$ cat src/rtl/stopwatch_pkg.sv
package stopwatch_pkg;

  // ----------------------------------------------------------------
  // Clock and base rate
  // ----------------------------------------------------------------
  localparam int unsigned CLK_HZ       = 125_000_000;
  localparam int unsigned BASE_HZ      = 256;
  // Rounded down, so the base tick runs very slightly fast.
  localparam int unsigned BASE_DIV_CYC = CLK_HZ / BASE_HZ;
  localparam int unsigned BASE_W       = 19;

  // ----------------------------------------------------------------
  // Register indexes; byte address is four times the index
  // ----------------------------------------------------------------
  localparam logic [11:0] IDX_FLAGS   = 12'hF01;
  localparam logic [11:0] IDX_ENABLES = 12'hF11;
  localparam logic [11:0] IDX_HUND    = 12'hF22;
  localparam logic [11:0] IDX_TENTH   = 12'hF23;
  localparam logic [11:0] IDX_CTRL    = 12'hF77;
  localparam int unsigned ADR_W       = 14;

  // ----------------------------------------------------------------
  // Field positions and reset values
  // ----------------------------------------------------------------
  localparam int unsigned BIT_TENTH_SEC = 0;
  localparam int unsigned BIT_ONE_SEC   = 1;
  localparam int unsigned BIT_GO        = 0;
  localparam int unsigned BIT_CLEAR     = 1;
  localparam logic [3:0]  DIGIT_RST     = 4'h0;
  localparam logic [3:0]  DIGIT_MAX     = 4'h9;
  localparam logic [1:0]  FLAGS_RST     = 2'h0;
  localparam logic [1:0]  ENABLES_RST   = 2'h0;

  // ----------------------------------------------------------------
  // Step pattern lengths in base periods
  // ----------------------------------------------------------------
  localparam logic [1:0]  STEP_SHORT    = 2'h2;
  localparam logic [1:0]  STEP_LONG     = 2'h3;
  localparam int unsigned CYC_SHORT     = 25;
  localparam int unsigned CYC_LONG      = 26;
  localparam int unsigned SEC_PERIODS   = 256;

endpackage : stopwatch_pkg

$ cat src/rtl/bcd_stopwatch_timer.sv
// The Wishbone interface to the registers was decided locally.
`timescale 1ns/1ps
`default_nettype none

// How it works
// - Two cascaded BCD digits: hundredths on a near 100 Hz tick, tenths on its carry.
// - Hundredths steps come from 256 Hz base ticks, every 2 or 3 periods.
// - A ten-step hundredths cycle lasts 25 or 26 base periods, giving the tenths carry.
// - Four 25-period and six 26-period cycles per tenths cycle give exactly 1 Hz.
// - Hundredths wrap sets the tenth-second flag; tenths wrap sets the one-second flag.
// - Flags set regardless of mask; interrupt raised only for enabled flags.
// - Enable register: bit 0 tenth-second, bit 1 one-second, readable, reset to 0.
// - Flag register: bit 0 and bit 1 flags, writes ignored, upper bits zero.
// - Reading the flag register clears its flags.
// - Writing 1 to control bit 1 zeroes both digits; the bit reads as 0.
// - Clear written with bit 0 set keeps counting from zero; with bit 0 clear, digits hold zero.
// - Control bit 0 runs or stops counting, readable, reset to 0.
// - Digit registers are read-only BCD values, reset to zero.
module bcd_stopwatch_timer #(
  parameter int unsigned BASE_DIV = stopwatch_pkg::BASE_DIV_CYC
) (
  input  wire logic        sys_clk,
  input  wire logic        rst_b,
  input  wire logic        wb_cyc,
  input  wire logic        wb_stb,
  input  wire logic        wb_we,
  input  wire logic [13:0] wb_adr,
  input  wire logic [3:0]  wb_sel,
  input  wire logic [31:0] wb_dat_w,
  output logic      [31:0] wb_dat_r,
  output logic             wb_ack,
  output logic             irq
);

  // ----------------------------------------------------------------
  // Bus decode
  // ----------------------------------------------------------------
  logic        req;
  logic        wr;
  logic        rd;
  logic [11:0] idx;
  logic        clr_wr;
  logic        flag_rd;

  // A request is taken once; ack is registered, so every access takes one wait cycle.
  assign req     = wb_cyc & wb_stb & ~wb_ack;
  assign wr      = req & wb_we & wb_sel[0];
  assign rd      = req & ~wb_we;
  assign idx     = wb_adr[13:2];
  assign clr_wr  = wr & (idx == stopwatch_pkg::IDX_CTRL)
                   & wb_dat_w[stopwatch_pkg::BIT_CLEAR];
  assign flag_rd = rd & (idx == stopwatch_pkg::IDX_FLAGS);

  // ----------------------------------------------------------------
  // Registers of state
  // ----------------------------------------------------------------
  logic [18:0] base_cnt_reg;
  logic        base_tick_reg;
  logic [1:0]  step_cnt_reg;
  logic [3:0]  hund_reg;
  logic [3:0]  tenth_reg;
  logic        go_reg;
  logic [1:0]  flags_reg;
  logic [1:0]  enables_reg;

  // ----------------------------------------------------------------
  // Base 256 Hz divider
  // ----------------------------------------------------------------
  // The divider runs free, like the oscillator chain, so run and stop only gate the digits.
  always_ff @(posedge sys_clk) begin
    if (!rst_b) begin
      base_cnt_reg  <= '0;
      base_tick_reg <= 1'b0;
    end else if (base_cnt_reg == 19'(BASE_DIV - 1)) begin
      base_cnt_reg  <= '0;
      base_tick_reg <= 1'b1;
    end else begin
      base_cnt_reg  <= base_cnt_reg + 19'h00001;
      base_tick_reg <= 1'b0;
    end
  end

  // ----------------------------------------------------------------
  // Step pattern
  // ----------------------------------------------------------------
  logic       long_cyc;
  logic       long_step;
  logic [1:0] step_len;
  logic       step;
  logic       hund_wrap;
  logic       tenth_wrap;

  // Tenths values 1, 3, 6 and 8 take short cycles, the other six long ones.
  assign long_cyc  = ~(tenth_reg == 4'h1 || tenth_reg == 4'h3 ||
                       tenth_reg == 4'h6 || tenth_reg == 4'h8);
  // Odd hundredths take three periods; a long cycle adds a third period at zero.
  assign long_step = hund_reg[0] | (long_cyc & (hund_reg == 4'h0));
  assign step_len  = long_step ? stopwatch_pkg::STEP_LONG
                               : stopwatch_pkg::STEP_SHORT;
  // A clear in the same cycle wins over a step.
  assign step       = go_reg & base_tick_reg & ~clr_wr
                      & (step_cnt_reg == step_len - 2'h1);
  assign hund_wrap  = step & (hund_reg == stopwatch_pkg::DIGIT_MAX);
  assign tenth_wrap = hund_wrap & (tenth_reg == stopwatch_pkg::DIGIT_MAX);

  // Base periods within the current step; cleared with the digits.
  always_ff @(posedge sys_clk) begin
    if (!rst_b || clr_wr) begin
      step_cnt_reg <= 2'h0;
    end else if (step) begin
      step_cnt_reg <= 2'h0;
    end else if (go_reg && base_tick_reg) begin
      step_cnt_reg <= step_cnt_reg + 2'h1;
    end
  end

  // ----------------------------------------------------------------
  // BCD digits
  // ----------------------------------------------------------------
  // Digits hold while stopped and restart at once from zero after a clear written with run set.
  always_ff @(posedge sys_clk) begin
    if (!rst_b || clr_wr) begin
      hund_reg  <= stopwatch_pkg::DIGIT_RST;
      tenth_reg <= stopwatch_pkg::DIGIT_RST;
    end else if (step) begin
      hund_reg <= hund_wrap ? 4'h0 : hund_reg + 4'h1;
      if (hund_wrap) begin
        tenth_reg <= tenth_wrap ? 4'h0 : tenth_reg + 4'h1;
      end
    end
  end

  // ----------------------------------------------------------------
  // Control and enable registers
  // ----------------------------------------------------------------
  always_ff @(posedge sys_clk) begin
    if (!rst_b) begin
      go_reg      <= 1'b0;
      enables_reg <= stopwatch_pkg::ENABLES_RST;
    end else if (wr && idx == stopwatch_pkg::IDX_CTRL) begin
      go_reg <= wb_dat_w[stopwatch_pkg::BIT_GO];
    end else if (wr && idx == stopwatch_pkg::IDX_ENABLES) begin
      enables_reg <= wb_dat_w[1:0];
    end
  end

  // ----------------------------------------------------------------
  // Event flags
  // ----------------------------------------------------------------
  logic [1:0] flag_set;

  assign flag_set[stopwatch_pkg::BIT_TENTH_SEC] = hund_wrap;
  assign flag_set[stopwatch_pkg::BIT_ONE_SEC]   = tenth_wrap;

  // Set beats the read clear, so an event landing on the read is kept for the next one.
  for (genvar i = 0; i < 2; i++) begin : g_flag
    always_ff @(posedge sys_clk) begin
      if (!rst_b) begin
        flags_reg[i] <= 1'b0;
      end else if (flag_set[i]) begin
        flags_reg[i] <= 1'b1;
      end else if (flag_rd) begin
        flags_reg[i] <= 1'b0;
      end
    end
  end

  // Interrupt level, registered, so it trails the flags by one cycle.
  always_ff @(posedge sys_clk) begin
    if (!rst_b) begin
      irq <= 1'b0;
    end else begin
      irq <= |(flags_reg & enables_reg);
    end
  end

  // ----------------------------------------------------------------
  // Bus answer
  // ----------------------------------------------------------------
  logic [3:0] rd_nib;

  // Unmapped addresses read zero and still get an ack.
  always_comb begin
    rd_nib = 4'h0;
    case (idx)
      stopwatch_pkg::IDX_FLAGS:   rd_nib = {2'b00, flags_reg};
      stopwatch_pkg::IDX_ENABLES: rd_nib = {2'b00, enables_reg};
      stopwatch_pkg::IDX_HUND:    rd_nib = hund_reg;
      stopwatch_pkg::IDX_TENTH:   rd_nib = tenth_reg;
      stopwatch_pkg::IDX_CTRL:    rd_nib = {3'b000, go_reg};
      default:                    rd_nib = 4'h0;
    endcase
  end

  always_ff @(posedge sys_clk) begin
    if (!rst_b) begin
      wb_ack   <= 1'b0;
      wb_dat_r <= 32'h00000000;
    end else begin
      wb_ack   <= req;
      wb_dat_r <= rd ? {28'h0000000, rd_nib} : 32'h00000000;
    end
  end

  // ----------------------------------------------------------------
  // Checks
  // ----------------------------------------------------------------
  logic [4:0] cyc_per_reg;
  logic [8:0] sec_per_reg;

  // Base periods counted within the current hundredths and tenths cycles.
  always_ff @(posedge sys_clk) begin
    if (!rst_b || clr_wr) begin
      cyc_per_reg <= '0;
      sec_per_reg <= '0;
    end else if (go_reg && base_tick_reg) begin
      cyc_per_reg <= hund_wrap ? 5'h00 : cyc_per_reg + 5'h01;
      sec_per_reg <= tenth_wrap ? 9'h000 : sec_per_reg + 9'h001;
    end
  end

  // ----------------------------------------------------------------
  // Further checks
  // ----------------------------------------------------------------
  logic ctrl_wr;
  logic ena_wr;
  logic ctrl_rd;

  // Strobes for the checks only; they repeat the bus decode so a decode slip shows up.
  assign ctrl_wr = wr & (idx == stopwatch_pkg::IDX_CTRL);
  assign ena_wr  = wr & (idx == stopwatch_pkg::IDX_ENABLES);
  assign ctrl_rd = rd & (idx == stopwatch_pkg::IDX_CTRL);
endmodule : bcd_stopwatch_timer

`default_nettype wire

$ cat config.mk
export PLATFORM = sky130hd
export DESIGN_NAME = bcd_stopwatch_timer
export DESIGN_NICKNAME = d
export VERILOG_FILES = /design/src/rtl/stopwatch_pkg.sv /design/src/rtl/bcd_stopwatch_timer.sv
export SDC_FILE = /design/constraint.sdc
export NUM_CORES = 1
export LEC_CHECK = 0
export BUFFER_PORTS_ARGS = -buffer_cell sky130_fd_sc_hd__buf_2
export CAP_MARGIN = 25
export CORE_MARGIN = 2
export CORE_UTILIZATION = 50
export CTS_CLUSTER_SIZE = 30
export DETAILED_ROUTE_END_ITERATION = 10
export PLACE_DENSITY = 0.81
export SYNTH_ARGS = -nofsm -noshare
export SYNTH_HDL_FRONTEND = slang
export SYNTH_SLANG_ARGS = --single-unit
export TNS_END_PERCENT = 50
$ cat constraint.sdc
create_clock -name sys_clk -period 4.7 [get_ports sys_clk]
set_clock_uncertainty 0.1 [all_clocks]
set_input_delay 0.94 -clock sys_clk [delete_from_list [all_inputs] [get_ports sys_clk]]
set_output_delay 0.94 -clock sys_clk [all_outputs]
set_load 0.02 [all_outputs]
==> results of run 1 <==
## how the worst max path moves through the flow
stage | start | end | slack, ps | cells past startpoint
floorplan | wb_adr[3] | flags_reg[1]$_SDFFE_PN0P_ | 2080 | 5
finish | wb_adr[9] | tenth_reg[3]$_SDFFE_PP0P_ | 2150 | 7
CTS | wb_adr[9] | tenth_reg[3]$_SDFFE_PP0P_ | 2180 | 7
detailed placement | wb_adr[9] | tenth_reg[3]$_SDFFE_PP0P_ | 1850 | 7
global route | wb_adr[9] | tenth_reg[3]$_SDFFE_PP0P_ | 2080 | 7
global placement | wb_adr[9] | tenth_reg[3]$_SDFFE_PP0P_ | 1880 | 7
## worst max-delay path, cell delays in order
cell and delay, ps:
buf_2 90, and4bb_4 350, nand4bb_1 120, o21ai_1 510
or4b_2 240, nor3_1 40, or3_1 340
## layer usage
layer  up-vias  track usage (%)
met3         5             4.42
met2        45             29.9
met4         0             5.97
met1       883             21.4
li1        964                -
met5         -                0
## cells by family after synthesis
group,after synthesis,share of synthesized area [%]
fa+ha+maj,9,4.77
flops,41,34.7
other cells,1,0.159
compound gates,34,10.0
simple gates,123,28.1
buf+inv,45,12.2
xor+xnor,20,7.42
mux,6,2.54
## cells in the final DEF (no fill, tap or decap), drive strengths merged, types with 3 or more instances in the layout
| master | n |
|---|---|
| ha | 9 |
| or4 | 3 |
| conb | 28 |
| nor4 | 4 |
| and3 | 7 |
| nand3 | 13 |
| dfxtp | 41 |
| nand4 | 8 |
| inv | 11 |
| nor2 | 36 |
| mux2i | 6 |
| a21oi | 10 |
| nor3 | 9 |
| or3 | 3 |
| xor2 | 13 |
| o21ai | 11 |
| buf | 25 |
| xnor2 | 7 |
| nand2 | 21 |
| clkbuf | 6 |
| and2 | 3 |
## per-stage QoR
stage	instance area (µm²)	std cells	hold WS [ps]	total power, W
after floorplan	2460	306	341	0.000414
after global placement	2410	351	356	0.000408
after detailed placement	2410	351	370	0.000409
after CTS	2530	359	390	0.000702
after global routing	2530	359	430	0.000720
final	2530	359	392	0.000696
## power by group through the flow
| stage | Sequential [W] | Clock [W] | Combinational (W) |
|---|---|---|---|
| 3_5_place_dp | 0.000361 | 0 | 0.0000482 |
| 4_1_cts | 0.000352 | 0.000302 | 0.0000483 |
| 3_3_place_gp | 0.000360 | 0 | 0.0000475 |
| 6_report | 0.000352 | 0.000295 | 0.0000489 |
| 2_1_floorplan | 0.000360 | 0 | 0.0000536 |
| 5_1_grt | 0.000353 | 0.000313 | 0.0000538 |
## area by class of cell
cell class | count | area [µm²]
Clock buffer | 6 | 82.6
Clock inverter | 2 | 37.5
Fill cell | 436 | 2100
Inverter | 11 | 41.3
Multi-Input combinational cell | 220 | 1350
Sequential cell | 41 | 821
Tap cell | 54 | 67.6
Timing Repair Buffer | 25 | 125
## Yosys cell counts (2+ instances only)
| cell | number | area share (%) |
|---|---|---|
| nor2b_1 | 2 | 0.53 |
| o21ai_1 | 7 | 1.5 |
| a21oi_1 | 10 | 2.1 |
| clkbuf_1 | 3 | 0.48 |
| nand2_1 | 21 | 3.3 |
| o21ai_0 | 3 | 0.64 |
| nor4_1 | 4 | 1.1 |
| xor2_1 | 13 | 4.8 |
| nand3b_1 | 2 | 0.64 |
| dfxtp_1 | 41 | 35 |
| mux2i_1 | 6 | 2.5 |
| ha_1 | 9 | 4.8 |
| or3_1 | 3 | 0.79 |
| a22oi_1 | 2 | 0.64 |
| nor2_1 | 36 | 5.7 |
| and3_1 | 7 | 1.9 |
| xnor2_1 | 7 | 2.6 |
| nand4_1 | 7 | 1.9 |
| inv_1 | 11 | 1.7 |
| and2_1 | 3 | 0.79 |
| nand3_1 | 13 | 2.8 |
| nor3_1 | 8 | 1.7 |
| buf_4 | 30 | 9.5 |
| or4_4 | 2 | 0.95 |
| nand4b_1 | 2 | 0.74 |
==> out/metrics.cfg, run 1 <==
[run_status]
status=finished, final reports clean

[pwr]
clockPowerShare_pct=42.3
p_sw_share_pct=23.2
p_comb_share_pct=7.0
switchingPower_w=0.000161
vdd_ir_drop_max_mv=0.212
power.density_nw_per_um2=275
seq_power_share_pct=50.6
leakagePower_nw=1.01
p_int_w=0.000535

[layout]
final_layout_size_suffix_gt1_share_pct=14.8
insertedDiodeCount=0
synthToLayoutAreaGrowth_pct=7.04
largest_reg_flops=19
layout.nets=368
fin_util_pct=54.6

[grt]
grt_max_degree=19
grt_first_pass_wirelength_mm=7.47
grt_usage_pct=17.5
grt_pass1_vias=1774
antenna_found_initial=0
grt_overflow=0

[routing]
wl_per_cell_um=12.3
vias_per_cell=5.28
drtIter0Drc=86
wl_met2_mm=2.16
wirelength_mm=4.42
antenna_left=0
drc=0
wl_met3_um=171
m1WireLength_mm=2.03
first_pass_iters=4
vias=1897
top_layer_used=met4

[min_path]
min_path_type=reg -> reg
min-delay-start=base_cnt_reg[0]$_SDFF_PP0_
whs_path_depth=1
holdPathEnd=base_cnt_reg[0]$_SDFF_PP0_

[setup_path]
cp-start-kind=primary input
cp_max_fo=8
crit_type=in -> reg
rr_startpoint=tenth_reg[0]$_SDFFE_PP0P_
worstReg2RegEnd=tenth_reg[3]$_SDFFE_PP0P_
rrSetupSlack_ps=2440
cp.required_ps=4790
crit_path_end_kind=register
ff2ff_path_depth=7
arrival_ps=2640

[yosys]
synthCells=279
yosysSeqAreaShare_pct=34.7
async_reset_ff_share_pct=0
synth_seq_cells=41
yosysWarnings=0
syn_area_per_cell_um2=8.47
synth_edf_count=0
ys_types=52
synthesis.area_um2=2360
ys.flop_type=dfxtp_1

[placed_design]
gp_congestion=0.816
port_buffers=25
dpl.hpwl_mm=3.37
dp_slack_ps=1850

[cts]
clock-sinks=41
clk-insertion-delay-late_ps=290
cts_tree=built
h-tree-depth=2
cts-resized-gates=0
numCtsBuffers=5
cts.path.max_buffers=2
clk_pin_slew_ps=80
holdBufCountCts=0
post_cts.repair.setup_buffers=0
root_buffer=clkbuf_8

[sta]
slew-limit-headroom_pct=49.9
min_period_ps=2550
tightest_slew_ps=746
fin_crit_sh_pct=54.4
fin_ws_ps=2150
fmax_mhz=391
rsz0062_at_grt=false
setup_viol=0
maxSlewViolCount=0
finalHoldViolations=0
fin_tns_setup_ps=0

[floorplan]
die_h_um=72.7
core_um2=4630
rows=25
io_pins=89
dieWidth_um=72.7
start_util_pct=51.0
dieArea_um2=5290

[run]
drv_cap=0

Power figures use the tool's default switching activity.
==> run 2, diff against run 1 <==
--- a/config.mk
+++ b/config.mk
@@ -5,13 +5,14 @@
 export SDC_FILE = /design/constraint.sdc
 export NUM_CORES = 1
 export LEC_CHECK = 0
+export ABC_AREA = 1
 export BUFFER_PORTS_ARGS = -buffer_cell sky130_fd_sc_hd__buf_2
 export CAP_MARGIN = 25
 export CORE_MARGIN = 2
-export CORE_UTILIZATION = 50
+export CORE_UTILIZATION = 45
 export CTS_CLUSTER_SIZE = 30
 export DETAILED_ROUTE_END_ITERATION = 10
-export PLACE_DENSITY = 0.81
+export PLACE_DENSITY = 0.77
 export SYNTH_ARGS = -nofsm -noshare
 export SYNTH_HDL_FRONTEND = slang
 export SYNTH_SLANG_ARGS = --single-unit
==> constraint.sdc (replaced) <==
create_clock -name sys_clk -period 2.11 [get_ports sys_clk]
set_clock_uncertainty 0.1 [all_clocks]
set_input_delay 0.422 -clock sys_clk [delete_from_list [all_inputs] [get_ports sys_clk]]
set_output_delay 0.422 -clock sys_clk [all_outputs]
set_load 0.02 [all_outputs]
==> out/metrics.cfg, run 2 <==
[routing]
vias=2246  ; +18%
first_pass_iters=4  ; unchanged
wl_per_cell_um=10.5  ; -15%
antenna_left=0  ; unchanged
drtIter0Drc=85  ; -1.2%
wirelength_mm=4.91  ; +11%
drc=0  ; unchanged
vias_per_cell=4.81  ; -9.0%

[run_status]
status=finished, final reports clean

[sta]
slew-limit-headroom_pct=67.0  ; +17 points
setup_viol=0  ; unchanged
fmax_mhz=514
fin_crit_sh_pct=92.3
rsz0062_at_grt=true
finalHoldViolations=0  ; unchanged
fin_tns_setup_ps=0  ; unchanged
maxSlewViolCount=0  ; unchanged
hold_slack_ps=292  ; -100 ps
tightest_slew_ps=490  ; -256 ps
min_period_ps=1950

[cts]
clk-insertion-delay-late_ps=290  ; about the same
h-tree-depth=2  ; unchanged
clock-sinks=41  ; unchanged
root_buffer=clkbuf_8
cts.path.max_buffers=2  ; unchanged
cts_tree=built
clk_pin_slew_ps=80  ; about the same
numCtsBuffers=5  ; unchanged
post_cts.repair.setup_buffers=0  ; unchanged

[min_path]
min_path_type=in -> reg
min-delay-start=wb_dat_w[0]

[layout]
regArea_um2=821  ; unchanged
synthToLayoutAreaGrowth_pct=11.0
multi_input_area_um2=1320  ; -2.5%
final_layout_size_suffix_gt1_share_pct=14.4  ; -0.40 points
fill_cells=506  ; +16%
stdcell_count=467  ; +30%
insertedDiodeCount=0  ; unchanged
layout.nets=460  ; +25%
fin_util_pct=52.5  ; -2.2 points
largest_reg_flops=19  ; unchanged
final_common_cell=nand2_1
final_cell_mix=73 x nand2_1, 52 x inv_1, 49 x nor2_1

[setup_path]
cp.required_ps=2200  ; -2590 ps
crit_type=reg -> reg
rr_startpoint=tenth_reg[0]$_SDFFE_PP0P_
critPathLaunch=tenth_reg[0]$_SDFFE_PP0P_
crit_path_end_kind=register
arrival_ps=2040  ; -600 ps
cp-start-kind=register
cp_max_fo=5  ; -3

[yosys]
yosysSeqAreaShare_pct=33.6  ; -1.2 points
synth_area_leaders=dfxtp_1 34%, nand2_1 11%, buf_4 8.9%, inv_1 8.0%, nor2_1 7.5%
yosysTopAreaCell=dfxtp_1
synthCells=359  ; +29%
syn_area_per_cell_um2=6.81  ; -20%
synth_commonest_cells=74 x nand2_1, 52 x inv_1, 49 x nor2_1
ys.flop_type=dfxtp_1
yosysWarnings=0  ; unchanged
synthesis.area_um2=2440  ; +3.5%
async_reset_ff_share_pct=0  ; unchanged
ys_types=32  ; -38%
synth_seq_cells=41  ; unchanged
synth_top_area_share_pct=33.6  ; -1.2 points
yosys.cell_count.top_type=nand2_1
synth_edf_count=0  ; unchanged

[floorplan]
dieWidth_um=77.7  ; +6.8%
start_util_pct=47.3  ; -3.8 points
die_h_um=77.7  ; +6.8%
io_pins=89  ; unchanged
core_um2=5170  ; +12%
rows=26  ; +4.0%
dieArea_um2=6040  ; +14%

[grt]
antenna_found_initial=0  ; unchanged
grt_usage_pct=16.7  ; -0.84 points
grt_first_pass_wirelength_mm=8.34  ; +12%
grt_overflow=0  ; unchanged
grt_max_degree=19  ; unchanged
grt_pass1_vias=2086  ; +18%

[pwr]
total_power_w=0.00155  ; +120%
vdd_ir_drop_max_mv=0.472  ; +120%
leakagePower_nw=1.18  ; +17%
power.density_nw_per_um2=572  ; +110%

[placed_design]
dpl.hpwl_mm=3.78  ; +12%
placed_cells=458  ; +30%
gp_congestion=0.889  ; +8.9%
port_buffers=25  ; unchanged

[run]
drv_cap=0  ; unchanged

## run 2: worst max-delay path, cell delays in order (launching register included)
cell     delay [ps]
dfxtp_1         440
inv_1           130
ha_1            210
inv_1            50
nor2_1           40
nor2_1           80
nand2_1          80
nand2_1          80
nand2_2          90
a21oi_4         270
nand3_2         110
nand2_1         130
nor2_1           60
## run 2: path summary, 6_finish.rpt
path                                endpoint  slack [ps]  depth (start not counted)
setup / recovery   tenth_reg[0]$_SDFFE_PP0P_         160                         12
setup reg to reg   tenth_reg[0]$_SDFFE_PP0P_         160                         12
hold / removal           go_reg$_SDFFE_PN0N_         290                          3
hold reg to reg   base_cnt_reg[3]$_SDFF_PP0_         390                          2
## run 2: cell type report
class / count / share of cell area [%]
Multi-Input combinational cell: 264 / 48.6
Clock inverter: 1 / 1.11
Timing Repair Buffer: 31 / 6.27
Sequential cell: 41 / 30.2
Tap cell: 70 / 3.23
Clock buffer: 7 / 3.18
Inverter: 53 / 7.33
## run 2: cells by family after synthesis
kind of cell | count (synthesis) | synth area share (%)
AOI/OAI and AO/OA | 29 | 6.96
xor gates and xnor gates | 3 | 1.07
adders and majority gates | 9 | 4.61
buffers and inverters | 82 | 17.0
DFF | 41 | 33.6
other | 1 | 0.153
and+or+nand+nor | 194 | 36.6
## run 2: power breakdown
group / total [W] / switching [W] / internal [W] / leakage (nW)
registers: 0.000785 / 0.00000678 / 0.000778 / 0.331
logic: 0.000116 / 0.0000880 / 0.0000277 / 0.786
clock network: 0.000651 / 0.000265 / 0.000386 / 0.0585
total: 0.00155 / 0.000360 / 0.00119 / 1.18
## run 2: per-stage QoR
step,cell area (µm²),worst slack [ps]
2_1_floorplan,2550,412
3_3_place_gp,2590,188
3_5_place_dp,2590,146
4_1_cts,2700,142
5_1_grt,2710,-8.29
6_report,2710,163
## run 2: metal layers
metal | vias up | share of wire (%) | GRT usage [%] | routed length (µm)
met1 | 1024 | 44 | 18.6 | 2160
met5 | - | 0 | 0 | 0
li1 | 1165 | - | - | -
met3 | 9 | 3.5 | 3.14 | 174
met4 | 0 | 1.6 | 6.43 | 80
met2 | 48 | 51 | 30.9 | 2490
## run 2: timing repair
action	4_1_cts	5_1_grt
setup endpoints to repair	0	7
hold buffers	0	0
resized for setup	0	1
